==> src/psm_map.svh <==
/*
  Register offsets, field positions, reset values and timing counts of the
  multiplexed memory bus controller.
  Assumes it is included by its bare name wherever one of them is needed.
*/
`ifndef PSM_MAP_SVH
`define PSM_MAP_SVH

`define PSM_OFS_BANK 6'h00
`define PSM_OFS_RWAIT 6'h04
`define PSM_OFS_RDLY 6'h08
`define PSM_OFS_WWAIT 6'h0C
`define PSM_OFS_WDLY 6'h10
`define PSM_OFS_IDLE 6'h14
`define PSM_OFS_BRW 6'h18
`define PSM_OFS_PORT 6'h1C
`define PSM_OFS_CLKDIV 6'h20
`define PSM_OFS_SCR0 6'h24
`define PSM_OFS_GPTYPE 6'h28
`define PSM_OFS_P7SEL 6'h2C
`define PSM_OFS_P6SEL 6'h30
`define PSM_OFS_P5SEL 6'h34
`define PSM_OFS_P6DAT 6'h38

`define PSM_RST_BANK 32'h0000_0011
`define PSM_RST_RWAIT 32'h0000_0005
`define PSM_RST_RDLY 32'h0000_0004
`define PSM_RST_WWAIT 32'h0000_0005
`define PSM_RST_WDLY 32'h0000_0000
`define PSM_RST_IDLE 32'h0000_0003
`define PSM_RST_BRW 32'h0000_0000
`define PSM_RST_PORT 32'h0000_0005
`define PSM_RST_CLKDIV 32'h0000_0000
`define PSM_RST_SCR0 32'h0000_0100
`define PSM_RST_GPTYPE 32'h0000_0000
`define PSM_RST_P7SEL 32'h0000_0AAA
`define PSM_RST_P6SEL 32'h0000_0001
`define PSM_RST_P5SEL 32'h0000_0C00
`define PSM_RST_P6DAT 32'h0000_0000

`define PSM_BANK_LANE 0
`define PSM_BANK_WP 3
`define PSM_BANK_WIDTH_HI 5
`define PSM_BANK_WIDTH_LO 4
`define PSM_BANK_BRM 8
`define PSM_BANK_SRD 9
`define PSM_BANK_BWR 16
`define PSM_BANK_SWR 17
`define PSM_WIDTH_16 2'h1
`define PSM_PORT_BCLK 1
`define PSM_PORT_BYTE 2
`define PSM_CLK_RATIO_HI 18
`define PSM_CLK_RATIO_LO 17
`define PSM_SCR_ALE_LEN 8
`define PSM_SCR_ALE_POL 7

`define PSM_CLK_NS 50
`define PSM_ACCESS_NS 70
`define PSM_ACCESS_CYC ((`PSM_ACCESS_NS + `PSM_CLK_NS - 1) / `PSM_CLK_NS)

`endif

==> src/psm_pkg.sv <==
/*
  Types shared by the multiplexed memory bus controller.
  Assumes nothing beyond a SystemVerilog compiler.
*/
package psm_pkg;

  typedef enum logic [2:0] {
    PSM_IDLE = 3'h0,
    PSM_LATCH = 3'h1,
    PSM_DATA = 3'h2,
    PSM_BEAT = 3'h3,
    PSM_GAP = 3'h4
  } psm_state_e;

  typedef logic [4:0] psm_cnt_t;

endpackage

==> src/psm_mux_bus_ctrl.sv <==
/*
  Multiplexed 16-bit memory bus controller for a pseudo-static RAM: register
  file, host access port and bus cycle sequencer.
  Assumes host and register port on core_clk and memory inputs asynchronous.
*/
// Decided for this implementation: strobed register access and the address map.
`timescale 1ns/1ps
`include "psm_map.svh"
module psm_mux_bus_ctrl
  import psm_pkg::*;
(
  input wire logic core_clk,
  input wire logic nrst,
  input wire logic [5:0] reg_addr,
  input wire logic [31:0] reg_wdata,
  input wire logic reg_wr,
  input wire logic reg_rd,
  output logic [31:0] reg_rdata,
  input wire logic req_valid,
  output logic req_ready,
  input wire logic req_write,
  input wire logic [22:0] req_addr,
  input wire logic [1:0] req_be,
  input wire logic [15:0] req_wdata,
  input wire logic [3:0] req_beats,
  output logic rsp_done,
  output logic [15:0] rsp_rdata,
  output logic psram_chip_select_n,
  output logic address_latch_strobe,
  output logic read_strobe_n,
  output logic write_strobe_n,
  output logic upper_byte_select_n,
  output logic lower_byte_select_n,
  input wire logic [15:0] ad_in,
  output logic [15:0] ad_out,
  output logic ad_oe,
  output logic [5:0] addr_high,
  output logic config_reg_select,
  input wire logic mem_wait_n,
  output logic bus_clk_en
);
  typedef struct packed {
    psm_state_e st;
    logic [31:0] bank;
    logic [31:0] rwait;
    logic [31:0] rdly;
    logic [31:0] wwait;
    logic [31:0] wdly;
    logic [31:0] idle;
    logic [31:0] brw;
    logic [31:0] port;
    logic [31:0] clkdiv;
    logic [31:0] scr0;
    logic [31:0] gptype;
    logic [31:0] p7sel;
    logic [31:0] p6sel;
    logic [31:0] p5sel;
    logic [31:0] p6dat;
    logic [31:0] bus_rdata;
    logic [15:0] wdata;
    logic [1:0] be;
    logic wr;
    logic [3:0] beats;
    psm_cnt_t dlen;
    logic ready;
    logic done;
    logic [15:0] rdata;
    logic cs_n;
    logic ale;
    logic rd_n;
    logic we_n;
    logic ub_n;
    logic lb_n;
    logic oe;
    logic [15:0] ad;
    logic [5:0] a_hi;
    logic cfg_sel;
    logic [1:0] cap;
    logic bclk;
  } psm_ctrl_s;

  psm_ctrl_s s_r;
  psm_ctrl_s s_nxt;
  psm_cnt_t ph_cnt;
  psm_cnt_t bt_cnt;
  logic [15:0] ad_sync;
  logic wait_sync;
  logic ph_ld;
  logic bt_ld;
  logic bt_run;
  psm_cnt_t ph_val;
  psm_cnt_t bt_val;

  psm_sync2 #(.W(16)) u_ad_sync (
    .core_clk(core_clk),
    .nrst(nrst),
    .din(ad_in),
    .dout(ad_sync)
  );

  psm_sync2 #(.W(1)) u_wait_sync (
    .core_clk(core_clk),
    .nrst(nrst),
    .din(mem_wait_n),
    .dout(wait_sync)
  );

  psm_down_cnt u_phase (
    .core_clk(core_clk),
    .nrst(nrst),
    .load(ph_ld),
    .run(1'b1),
    .load_val(ph_val),
    .count(ph_cnt)
  );

  psm_down_cnt u_beat (
    .core_clk(core_clk),
    .nrst(nrst),
    .load(bt_ld),
    .run(bt_run),
    .load_val(bt_val),
    .count(bt_cnt)
  );

  always_comb begin
    logic ale_on;
    logic fin;
    logic wp;
    logic burst;
    logic strobe;
    logic sync_mode;
    psm_cnt_t ws;
    psm_cnt_t dl;
    psm_cnt_t ph_after;
    psm_cnt_t elapsed;
    ale_on = 1'b0;
    fin = 1'b0;
    wp = 1'b0;
    burst = 1'b0;
    strobe = 1'b0;
    sync_mode = 1'b0;
    ws = 5'h00;
    dl = 5'h00;
    ph_after = 5'h00;
    elapsed = 5'h00;
    n_init();
    ph_ld = 1'b0;
    ph_val = 5'h00;
    bt_ld = 1'b0;
    bt_val = 5'h00;
    bt_run = 1'b0;
    // Pin data reach us two clocks late through the synchroniser, so a
    // sample taken at a strobe edge is picked up two clocks afterwards.
    s_nxt.cap = {s_r.cap[0], 1'b0};
    if (s_r.cap[1]) begin
      s_nxt.rdata = ad_sync;
      s_nxt.done = 1'b1;
    end
    // Active level of the latch strobe follows the polarity bit.
    ale_on = s_r.scr0[`PSM_SCR_ALE_POL];
    wp = s_r.bank[`PSM_BANK_WP];
    ws = s_r.wr ? s_r.wwait[4:0] : s_r.rwait[4:0];
    dl = (ws < 5'(`PSM_ACCESS_CYC)) ? 5'(`PSM_ACCESS_CYC) : ws;
    burst = s_r.wr ?
      (s_r.bank[`PSM_BANK_BWR] & s_r.bank[`PSM_BANK_SWR]) :
      (s_r.bank[`PSM_BANK_BRM] & s_r.bank[`PSM_BANK_SRD]);
    case (s_r.st)
      PSM_IDLE: begin
        if (req_valid && s_r.ready) begin
          s_nxt.st = PSM_LATCH;
          s_nxt.wr = req_write;
          s_nxt.be = req_be;
          s_nxt.wdata = req_wdata;
          s_nxt.beats = req_beats;
          s_nxt.ale = ale_on;
          s_nxt.cs_n = 1'b0;
          s_nxt.ad = req_addr[16:1];
          s_nxt.a_hi = req_addr[22:17];
          s_nxt.oe = 1'b1;
          ph_ld = 1'b1;
          ph_val = s_r.scr0[`PSM_SCR_ALE_LEN] ? 5'h01 : 5'h00;
        end
      end
      PSM_LATCH: begin
        if (ph_cnt == 5'h00) begin
          s_nxt.st = PSM_DATA;
          s_nxt.ale = ~ale_on;
          s_nxt.oe = s_r.wr & ~wp;
          s_nxt.ad = s_r.wr ? s_r.wdata : 16'h0000;
          s_nxt.dlen = dl;
          ph_ld = 1'b1;
          ph_val = dl - 5'h01;
        end
      end
      PSM_DATA: begin
        if (ph_cnt == 5'h00) begin
          if (!s_r.wr) begin
            s_nxt.cap[0] = 1'b1;
          end
          if (burst && s_r.beats > 4'h1) begin
            s_nxt.st = PSM_BEAT;
            bt_ld = 1'b1;
            bt_val = 5'(s_r.beats - 4'h2);
            if (s_r.wr) begin
              s_nxt.ad = req_wdata;
            end
          end else begin
            fin = 1'b1;
          end
        end
      end
      PSM_BEAT: begin
        bt_run = wait_sync;
        if (wait_sync) begin
          if (!s_r.wr) begin
            s_nxt.cap[0] = 1'b1;
          end else begin
            s_nxt.ad = req_wdata;
          end
          if (bt_cnt == 5'h00) begin
            fin = 1'b1;
          end
        end
      end
      PSM_GAP: begin
        if (ph_cnt == 5'h00) begin
          s_nxt.st = PSM_IDLE;
        end
      end
      default: begin
        s_nxt.st = PSM_IDLE;
      end
    endcase
    if (fin) begin
      s_nxt.cs_n = 1'b1;
      s_nxt.oe = 1'b0;
      s_nxt.done = s_nxt.done | s_r.wr;
      s_nxt.st = (s_r.idle[3:0] == 4'h0) ? PSM_IDLE : PSM_GAP;
      ph_ld = 1'b1;
      ph_val = 5'(s_r.idle[3:0] - 4'h1);
    end
    ph_after = ph_ld ? ph_val :
      ((ph_cnt == 5'h00) ? 5'h00 : ph_cnt - 5'h01);
    elapsed = s_nxt.dlen - 5'h01 - ph_after;
    strobe = (s_nxt.st == PSM_DATA &&
      elapsed >= (s_nxt.wr ? {1'b0, s_r.wdly[3:0]} :
      {1'b0, s_r.rdly[3:0]})) || s_nxt.st == PSM_BEAT;
    s_nxt.rd_n = ~(strobe & ~s_nxt.wr);
    s_nxt.we_n = ~(strobe & s_nxt.wr & ~wp);
    if (!s_nxt.cs_n && s_r.port[`PSM_PORT_BYTE] &&
        s_r.bank[`PSM_BANK_LANE] &&
        s_r.bank[`PSM_BANK_WIDTH_HI:`PSM_BANK_WIDTH_LO] == `PSM_WIDTH_16)
        begin
      s_nxt.ub_n = ~s_nxt.be[1];
      s_nxt.lb_n = ~s_nxt.be[0];
    end else begin
      s_nxt.ub_n = 1'b1;
      s_nxt.lb_n = 1'b1;
    end
    if (s_r.st == PSM_IDLE && s_nxt.st == PSM_IDLE) begin
      s_nxt.cfg_sel = s_r.p6dat[0];
    end
    sync_mode = s_r.bank[`PSM_BANK_SRD] | s_r.bank[`PSM_BANK_SWR];
    s_nxt.bclk = sync_mode & s_r.port[`PSM_PORT_BCLK] & ~s_nxt.cs_n &
      (s_r.clkdiv[`PSM_CLK_RATIO_HI:`PSM_CLK_RATIO_LO] == 2'h0);
    s_nxt.ready = (s_nxt.st == PSM_IDLE);
  end

  // Register port: one-cycle writes, reads answered in the next cycle.
  function automatic void n_init();
    s_nxt = s_r;
    s_nxt.done = 1'b0;
    s_nxt.bus_rdata = 32'h0000_0000;
    if (reg_wr) begin
      case (reg_addr)
        `PSM_OFS_BANK: s_nxt.bank = reg_wdata;
        `PSM_OFS_RWAIT: s_nxt.rwait = reg_wdata;
        `PSM_OFS_RDLY: s_nxt.rdly = reg_wdata;
        `PSM_OFS_WWAIT: s_nxt.wwait = reg_wdata;
        `PSM_OFS_WDLY: s_nxt.wdly = reg_wdata;
        `PSM_OFS_IDLE: s_nxt.idle = reg_wdata;
        `PSM_OFS_BRW: s_nxt.brw = reg_wdata;
        `PSM_OFS_PORT: s_nxt.port = reg_wdata;
        `PSM_OFS_CLKDIV: s_nxt.clkdiv = reg_wdata;
        `PSM_OFS_SCR0: s_nxt.scr0 = reg_wdata;
        `PSM_OFS_GPTYPE: s_nxt.gptype = reg_wdata;
        `PSM_OFS_P7SEL: s_nxt.p7sel = reg_wdata;
        `PSM_OFS_P6SEL: s_nxt.p6sel = reg_wdata;
        `PSM_OFS_P5SEL: s_nxt.p5sel = reg_wdata;
        `PSM_OFS_P6DAT: s_nxt.p6dat = reg_wdata;
        default: s_nxt.bus_rdata = 32'h0000_0000;
      endcase
    end
    if (reg_rd) begin
      case (reg_addr)
        `PSM_OFS_BANK: s_nxt.bus_rdata = s_r.bank;
        `PSM_OFS_RWAIT: s_nxt.bus_rdata = s_r.rwait;
        `PSM_OFS_RDLY: s_nxt.bus_rdata = s_r.rdly;
        `PSM_OFS_WWAIT: s_nxt.bus_rdata = s_r.wwait;
        `PSM_OFS_WDLY: s_nxt.bus_rdata = s_r.wdly;
        `PSM_OFS_IDLE: s_nxt.bus_rdata = s_r.idle;
        `PSM_OFS_BRW: s_nxt.bus_rdata = s_r.brw;
        `PSM_OFS_PORT: s_nxt.bus_rdata = s_r.port;
        `PSM_OFS_CLKDIV: s_nxt.bus_rdata = s_r.clkdiv;
        `PSM_OFS_SCR0: s_nxt.bus_rdata = s_r.scr0;
        `PSM_OFS_GPTYPE: s_nxt.bus_rdata = s_r.gptype;
        `PSM_OFS_P7SEL: s_nxt.bus_rdata = s_r.p7sel;
        `PSM_OFS_P6SEL: s_nxt.bus_rdata = s_r.p6sel;
        `PSM_OFS_P5SEL: s_nxt.bus_rdata = s_r.p5sel;
        // Reading back the pin shows which space the memory answers from.
        `PSM_OFS_P6DAT: s_nxt.bus_rdata = {s_r.p6dat[31:1], s_r.cfg_sel};
        default: s_nxt.bus_rdata = 32'h0000_0000;
      endcase
    end
  endfunction

  always_ff @(posedge core_clk or negedge nrst) begin
    if (!nrst) begin
      s_r <= '0;
      s_r.bank <= `PSM_RST_BANK;
      s_r.rwait <= `PSM_RST_RWAIT;
      s_r.rdly <= `PSM_RST_RDLY;
      s_r.wwait <= `PSM_RST_WWAIT;
      s_r.wdly <= `PSM_RST_WDLY;
      s_r.idle <= `PSM_RST_IDLE;
      s_r.brw <= `PSM_RST_BRW;
      s_r.port <= `PSM_RST_PORT;
      s_r.clkdiv <= `PSM_RST_CLKDIV;
      s_r.scr0 <= `PSM_RST_SCR0;
      s_r.gptype <= `PSM_RST_GPTYPE;
      s_r.p7sel <= `PSM_RST_P7SEL;
      s_r.p6sel <= `PSM_RST_P6SEL;
      s_r.p5sel <= `PSM_RST_P5SEL;
      s_r.p6dat <= `PSM_RST_P6DAT;
      s_r.ready <= 1'b1;
      s_r.cs_n <= 1'b1;
      s_r.ale <= 1'b1;
      s_r.rd_n <= 1'b1;
      s_r.we_n <= 1'b1;
      s_r.ub_n <= 1'b1;
      s_r.lb_n <= 1'b1;
    end else begin
      s_r <= s_nxt;
    end
  end

  assign reg_rdata = s_r.bus_rdata;
  assign req_ready = s_r.ready;
  assign rsp_done = s_r.done;
  assign rsp_rdata = s_r.rdata;
  assign psram_chip_select_n = s_r.cs_n;
  assign address_latch_strobe = s_r.ale;
  assign read_strobe_n = s_r.rd_n;
  assign write_strobe_n = s_r.we_n;
  assign upper_byte_select_n = s_r.ub_n;
  assign lower_byte_select_n = s_r.lb_n;
  assign ad_out = s_r.ad;
  assign ad_oe = s_r.oe;
  assign addr_high = s_r.a_hi;
  assign config_reg_select = s_r.cfg_sel;
  assign bus_clk_en = s_r.bclk;
endmodule

==> src/psm_sync2.sv <==
/*
  Two-stage synchroniser for inputs arriving from the memory pins.
  Assumes the input has no timing relation to core_clk.
*/
`timescale 1ns/1ps
module psm_sync2 #(
  parameter int W = 1
) (
  input wire logic core_clk,
  input wire logic nrst,
  input wire logic [W-1:0] din,
  output logic [W-1:0] dout
);
  typedef struct packed {
    logic [W-1:0] q1;
    logic [W-1:0] q2;
  } psm_sync_s;

  psm_sync_s s_r;
  psm_sync_s s_nxt;

  // The first stage feeds only the second one.
  always_comb begin
    s_nxt.q1 = din;
    s_nxt.q2 = s_r.q1;
  end

  always_ff @(posedge core_clk or negedge nrst) begin
    if (!nrst) begin
      s_r <= '0;
    end else begin
      s_r <= s_nxt;
    end
  end

  assign dout = s_r.q2;
endmodule

==> src/psm_down_cnt.sv <==
/*
  Loadable down counter that stops at zero, used for bus phase timing.
  Assumes load and run come from logic on core_clk.
*/
`timescale 1ns/1ps
module psm_down_cnt
  import psm_pkg::*;
(
  input wire logic core_clk,
  input wire logic nrst,
  input wire logic load,
  input wire logic run,
  input wire psm_cnt_t load_val,
  output psm_cnt_t count
);
  typedef struct packed {
    psm_cnt_t cnt;
  } psm_cnt_s;

  psm_cnt_s s_r;
  psm_cnt_s s_nxt;

  always_comb begin
    s_nxt = s_r;
    if (load) begin
      s_nxt.cnt = load_val;
    end else if (run && s_r.cnt != 5'h00) begin
      s_nxt.cnt = s_r.cnt - 5'h01;
    end
  end

  always_ff @(posedge core_clk or negedge nrst) begin
    if (!nrst) begin
      s_r <= '0;
    end else begin
      s_r <= s_nxt;
    end
  end

  assign count = s_r.cnt;
endmodule

==> config.mk <==
export PLATFORM = sky130hd
export DESIGN_NAME = psm_mux_bus_ctrl
export DESIGN_NICKNAME = d
export VERILOG_FILES = /design/src/psm_pkg.sv /design/src/psm_mux_bus_ctrl.sv /design/src/psm_sync2.sv /design/src/psm_down_cnt.sv
export VERILOG_INCLUDE_DIRS = /design/src
export SDC_FILE = /design/constraint.sdc
export NUM_CORES = 1
export LEC_CHECK = 0
export BUFFER_PORTS_ARGS = -buffer_cell sky130_fd_sc_hd__buf_2
export CELL_PAD_IN_SITES_DETAIL_PLACEMENT = 0
export CELL_PAD_IN_SITES_GLOBAL_PLACEMENT = 1
export CORE_MARGIN = 1
export CORE_UTILIZATION = 38
export CTS_CLUSTER_SIZE = 25
export DETAILED_ROUTE_END_ITERATION = 16
export PLACE_DENSITY_LB_ADDON = 0.08
export SLEW_MARGIN = 20
export SYNTH_ARGS = -nofsm -noshare
export SYNTH_HDL_FRONTEND = slang
export SYNTH_SLANG_ARGS = --single-unit
==> constraint.sdc <==
create_clock -name core_clk -period 3.3 [get_ports core_clk]
set_clock_uncertainty 0.05 [all_clocks]
set_input_delay 0.66 -clock core_clk [delete_from_list [all_inputs] [get_ports core_clk]]
set_output_delay 0.66 -clock core_clk [all_outputs]
set_load 0.01 [all_outputs]
### Word-level counts from Yosys, hierarchy flattened

Index checks and enable logic that the tools add are counted.
Widths: inputs -> output; s select.

| storage, ports and cells | value |
|---|---|
| flip-flop bits (word level) | 638 |
| logic and storage cells | 210 |

| operators by class | value |
|---|---|
| $add $sub $neg | 7 |
| magnitude comparators | 3 |
| eq/ne operators | 28 |
| mux-type cells | 67 |
| bitwise operators | 19 |
| reductions and logical operators | 43 |

Operators with widths:

| kind | number |
|---|---|
| $pmux 32 s15 | 1 |
| $mux 16 | 5 |
| $mux 5 | 15 |
| $pmux 16 s4 | 1 |
| $eq 6x6->1 const B | 7 |
| $mux 17 | 2 |
| $mux 32 | 1 |
| $reduce_and 2->1 | 16 |
| $eq 6x5->1 const B | 4 |
| $mux 23 | 1 |
| $mux 1 | 22 |
| $mux 3 | 7 |
| $sub 5x1->5 const B | 4 |
| $pmux 3 s5 | 1 |
| $mux 7 | 2 |
| $eq 3x2->1 const B | 4 |
| $eq 6x4->1 const B | 2 |
| $logic_not 5->1 | 2 |
| $pmux 1 s2 | 5 |
| $pmux 5 s2 | 1 |
| $reduce_bool 5->1 | 2 |
| $and 1x1->1 | 9 |
| $logic_and 1x1->1 | 8 |
| $ne 2x2->1 const B | 4 |
| other kinds (27) | 41 |

### Longest topological paths before layout

| logic depth | value |
|---|---|
| depth after elaboration | 15 |
| depth in mapped cells | 19 |
| depth with buffers taken out | 18 |

### Hierarchy

From an unflattened synthesis, not the netlist that was laid out.

| unflattened totals | value |
|---|---|
| cell total of the unflattened synthesis | 2004 |
| area total of the unflattened synthesis | 27551.4 um2 |

Modules (own cells, without submodules):

| module | instances | cells an instance | area each (um2) | seq. area each (um2) |
|---|---|---|---|---|
| psm_mux_bus_ctrl | 1 | 1906 | 26100.0 | 14899.3 |
| psm_sync2 (u_ad_sync) | 1 | 32 | 800.8 | 800.8 |
| psm_down_cnt | 2 | 32 | 300.3 | 125.1 |
| psm_sync2 (u_wait_sync) | 1 | 2 | 50.0 | 50.0 |

### Worst setup path after synthesis

OpenSTA, ideal clock, no wires.

| path | value |
|---|---|
| path type | register to register |
| start | reg u_phase.s_r, in the netlist u_phase.count[0] |
| end | reg s_r, in the netlist write_strobe_n |
| setup time | 0.084 ns |
| arrival time | 3.486 ns |
| required time | 3.166 ns |
| path slack | -0.320 ns |
| stages on the path, launching flop included | 19 |
| path buffers | 1 |
| path through | dfrtp_1 inv_1 ha_1 or4b_1 buf_4 nor2_8 a31oi_1 nor2_1 a221o_1 nor2_1 ha_1 inv_1 fa_1 xnor2_1 ha_1 o21ai_0 a21oi_1 or3_1 o2111ai_1 |

RTL lines:

| what | line | RTL |
|---|---|---|
| start, declared | psm_down_cnt.sv:20 | `psm_cnt_s s_r;` |
| start signal, assigned | psm_down_cnt.sv:36 | `s_r <= s_nxt;` |
| end signal, assigned | psm_mux_bus_ctrl.sv:344 | `s_r <= s_nxt;` |
| end, declared | psm_mux_bus_ctrl.sv:82 | `psm_ctrl_s s_r;` |

==> results.md <==
- From synthesis to final layout, the design area changed by 18.6%.
- The CTS tree is yes.
- Dividing the detail-routed wire length by the instance count gives between 20 and 25 microns.
- The number of antenna violations at the first check in global routing is 3.
- The via density per instance is 5.39.
- The floorplan step defined a die boundary enclosing 73,600 sq um.
- The netlist area before placement is 27,600 sq um.
- Setup violations remaining at the end of the flow were counted as 2.
- The total number of yosys warnings is 0.
- The number of instances in the synthesized netlist is 2,105.
- The max-cap violation count is 0.
- The final reports fail on setup timing.
- Counting the buffers created by CTS gives 74.
- The TritonCTS sink count is 638.
- The count of boundary I/O pins is 187.
- The design draws 22.6 mW.
- The die boundary height is 271 microns.
- The maximum resistive drop on vdd is 0.000405 V.
- The tree is rooted in a clkbuf_16.
- The final cell count without fillers is 3,307.
- The global-route wire length before repair is 124 mm.
- The net count of the mapped netlist is 2,228.
- The buffer depth of the longest clock path is 3.
- Setup repair after global routing could not meet its margin everywhere.
- The instance area at placement is 30,100 sq um.
- The internal portion of total power is about 16 mW.
- The largest fanout of any net on the critical path is 5.
- The total vias in the final route is roughly 18,000.
- Entering global routing, the biggest net connects 110 pins.
- Summing all non-filler instances in the final layout gives an area of 32,700 sq um.
- The half-perimeter wire length after detailed placement is 50.5 mm.
- Of all flip-flops after synthesis, the portion carrying an async set or reset was 100%.
- The insertion delay to the later sink of the worst-skew pair is 620 ps.
- Buffers placed on the I/O ports in this run total 185.
- Clock-pin slew was measured on the worst setup and hold paths at 60 ps.
- At the end of the flow, the number of nets in the layout was 2,422.
- For the worst setup path, the data required time is 3780 ps.
- The count of pins over their slew limit is 0.
- The number of inserted diodes is 0.
- The flow ran to the end, but the final reports show violations.
- The clock share of power is 36.2%.
- In this run, flip-flops and latches consume roughly 44% of the power.
- Counting tap cells, the placed design contains a total of 3,162 instances.
- For the pin with the worst max-slew slack, the measured transition is 962 ps.
- The maximum level of the CTS H-tree is 3.
- The post-layout worst setup margin is -179 ps.
- The initial DRC count is 1,145.
- In this run the standard cell core region covers 71,600 sq um.
- The multi-input combinational cell area is approximately 11,000 sq um.
- The width of the die is 271 microns.
- The worst hold path belongs to the class primary input to flop.
- Dividing the synthesized area by the synthesized cell count gives 13.1 sq um.
- The total routing usage reported by global routing is 22.3%.
- The post-placement setup slack is -329 ps.
- Once detail routing completed, the nets flagged for antenna violations numbered 0.
- The tightest slew margin relative to the limit is 35.9%.
- The number of detailed-route iterations in the first pass is 6.
- The remaining routing DRC violations is 0.
- The clock period minus worst slack is 3480 ps.
- The via count of the first global-routing pass came to 19,100.
- After filler insertion, the fill cell instance count of the layout stands at 6,598.
- The sequential standard cell area is 16,000 sq um.
- The final hold slack is 104 ps.
- The power density over cell area is approximately 690 nW/um^2.
- The count of endpoints failing hold in the final timing report came to 0.
- Net switching is roughly 28% of the power.
- Global routing finished with a remaining overflow of 0.
- The post-synthesis register bit count is 638.
- Once the floorplan was initialized, standard cells occupied a little under 40% of the core.
- The wire length after detailed routing is 80.8 mm.
- The distinct cell type count after synthesis is 73.
- The standby leakage power is 15.9 nW.
- After floorplanning, the core was divided into 98 placement rows.
- The critical path in this run is classified as flop to flop.
- At the end of routability-driven placement, the weighted congestion stood at 0.827.
- Yosys mapped a number of flops with a built-in enable equal to 0.
- The startpoint type of the worst setup path is a flop.
- For this run, the top clock speed supported by timing is 287 MHz.
- The dominant register cell in the synthesized netlist is dfrtp_1.
- The proportion of layout cells with a drive suffix above 1 is between 30 and 40%.
- The worst path uses 105% of the clock period.
- Data on the critical path arrives at its endpoint at around 4000 ps.
- Sequential cells were found to cover 58.0% of the synthesized design area.
- The kind of capture point of the worst setup path is a flop.
- Combinational cells account for 20.1% of the total power.
- In this run the power spent charging and discharging nets is approximately 6.2 mW.
[Yosys cell counts, types with 3 or more instances]
cell type / instances / share of area (%)
dfrtp_1: 610 / 55
mux2_2: 371 / 15
a22oi_1: 196 / 5.3
nand2_1: 193 / 2.6
mux2_1: 136 / 5.6
clkbuf_1: 88 / 1.2
buf_4: 72 / 2.0
nor2_1: 60 / 0.82
a222oi_1: 32 / 1.2
buf_2: 32 / 0.58
nand3_1: 30 / 0.54
nor3_1: 30 / 0.54
dfstp_2: 28 / 2.7
buf_1: 25 / 0.34
inv_1: 23 / 0.31
ha_1: 16 / 0.73
a21oi_1: 11 / 0.20
o21ai_0: 11 / 0.20
xnor2_1: 11 / 0.35
mux2_4: 10 / 0.54
nand4_1: 8 / 0.18
a31oi_1: 7 / 0.16
mux2i_1: 7 / 0.25
a221oi_1: 6 / 0.19
a22o_1: 6 / 0.19
nand2b_1: 6 / 0.14
nor2_2: 5 / 0.11
a21o_1: 4 / 0.11
nor3_2: 4 / 0.15
nor3b_1: 4 / 0.11
or3_1: 4 / 0.091
xor2_1: 4 / 0.13
a211oi_1: 3 / 0.082
nor2b_1: 3 / 0.068
o211ai_1: 3 / 0.082
[timing repair]
item,4_1_cts,5_1_grt
hold buffers,1,0
endpoints found under the setup margin,2,2
setup buffers,10,0
cloned,0,0
hold endpoints to repair,37,0
pin swaps,2,5
gates resized for setup,18,7
[layout by cell type, fill, tap and decap left out, drive strengths merged, types with 3 or more instances in the layout]
cell type and n:
inv 27, nor2b 3, a22o 6, mux2i 8, o211ai 3, ha 16, mux2 517, a222oi 32
a211oi 3, nor2 66, nand4 8, a31oi 7, nor3 34, xor2 4, nor4b 3, dfstp 28
nand3 30, buf 336, a22oi 196, nand2b 6, o21ai 12, nor3b 5, bufinv 3, dfrtp 610
clkbuf 114, a21o 4, or3 4, nand2 193, a21oi 11, a221oi 6, xnor2 11, or4b 4
nor4 3, clkinv 12
[worst paths after layout]
check / slack (ps) / from / end / cells after the start
max in group asynchronous: 1610 / nrst / s_r[269] / 3
max reg2reg: -180 / u_beat.count[0] / read_strobe_n / 16
min in group asynchronous: 540 / nrst / rsp_rdata[2] / 2
min: 100 / ad_in[0] / u_ad_sync.s_nxt[0] / 1
min reg2reg: 300 / u_ad_sync.s_nxt[12] / u_ad_sync.dout[12] / 0
max: -180 / u_beat.count[0] / read_strobe_n / 16
[cell type report]
| cell class | count | area share [%] |
|---|---|---|
| clock buffer | 114 | 6.77 |
| clock inverter | 20 | 0.658 |
| inverter | 23 | 0.264 |
| sequential | 638 | 49.0 |
| multi-input combinational | 1225 | 32.4 |
| tap | 950 | 3.64 |
| timing repair buffer | 337 | 7.33 |
[registers in the layout (all words and copies together) (netlist names)]
| register | flops |
|---|---|
| reg_rdata | 32 |
| rsp_done | 1 |
| config_reg_select | 1 |
| u_wait_sync.dout | 1 |
| upper_byte_select_n | 1 |
| rsp_rdata | 16 |
| req_ready | 1 |
| u_ad_sync.s_nxt | 16 |
| lower_byte_select_n | 1 |
| addr_high | 6 |
| u_beat.count | 5 |
| u_wait_sync.s_nxt | 1 |
| ad_oe | 1 |
| u_ad_sync.dout | 16 |
| s_nxt | 1 |
| psram_chip_select_n | 1 |
| address_latch_strobe | 1 |
| bus_clk_en | 1 |
| write_strobe_n | 1 |
| u_phase.count | 5 |
| ad_out | 16 |
| read_strobe_n | 1 |
| s_r | 512 |
[cells by family after synthesis]
| kind of cell | share of synthesized area (%) |
|---|---|
| AO/OA/AOI/OAI | 8.31 |
| XOR/XNOR | 0.477 |
| adder cells (fa/ha/maj) | 0.799 |
| buffers and inverters | 4.49 |
| flip-flops | 58.0 |
| multiplexers | 21.7 |
| AND/OR/NAND/NOR | 6.21 |
[critical path, cell delays in order (launching register included)]
cell and delay [ps]:
dfrtp_1 390, inv_2 90, ha_4 120, or4b_4 470, nor3_4 230, a31o_4 170, nor3_1 50, nor2_1 120
ha_2 200, inv_2 40, fa_2 510, inv_1 40, ha_1 260, o21ai_1 70, a21oi_1 70, or3_4 340
o211ai_1 170
[power groups by stage]
stage               clock network, mW  registers [mW]  logic (mW)
CTS                              8.39            9.87        4.56
floorplan                           0            9.80        3.11
global route                     8.72            10.0        5.07
detailed placement                  0            10.0        4.37
global placement                    0            9.93        4.35
finish                           8.17            9.87        4.55
[layer usage]
metal  up-vias  GRT usage [%]  wire (microns)
met3       124           3.00            2990
met1      9381           29.8           36100
met4         2           6.56            1970
met2       364           37.5           39700
met5         -              0              11
li1       7962              -               -
[metrics by stage]
stage / TNS, ps / util, %
6_report: -348 / 45.6
5_1_grt: -654 / 45.6
4_1_cts: -437 / 45.6
3_5_place_dp: -655 / 42.0
3_3_place_gp: -757 / 42.0
2_1_floorplan: -339 / -
No activity file was read; power rests on OpenSTA's default activity.
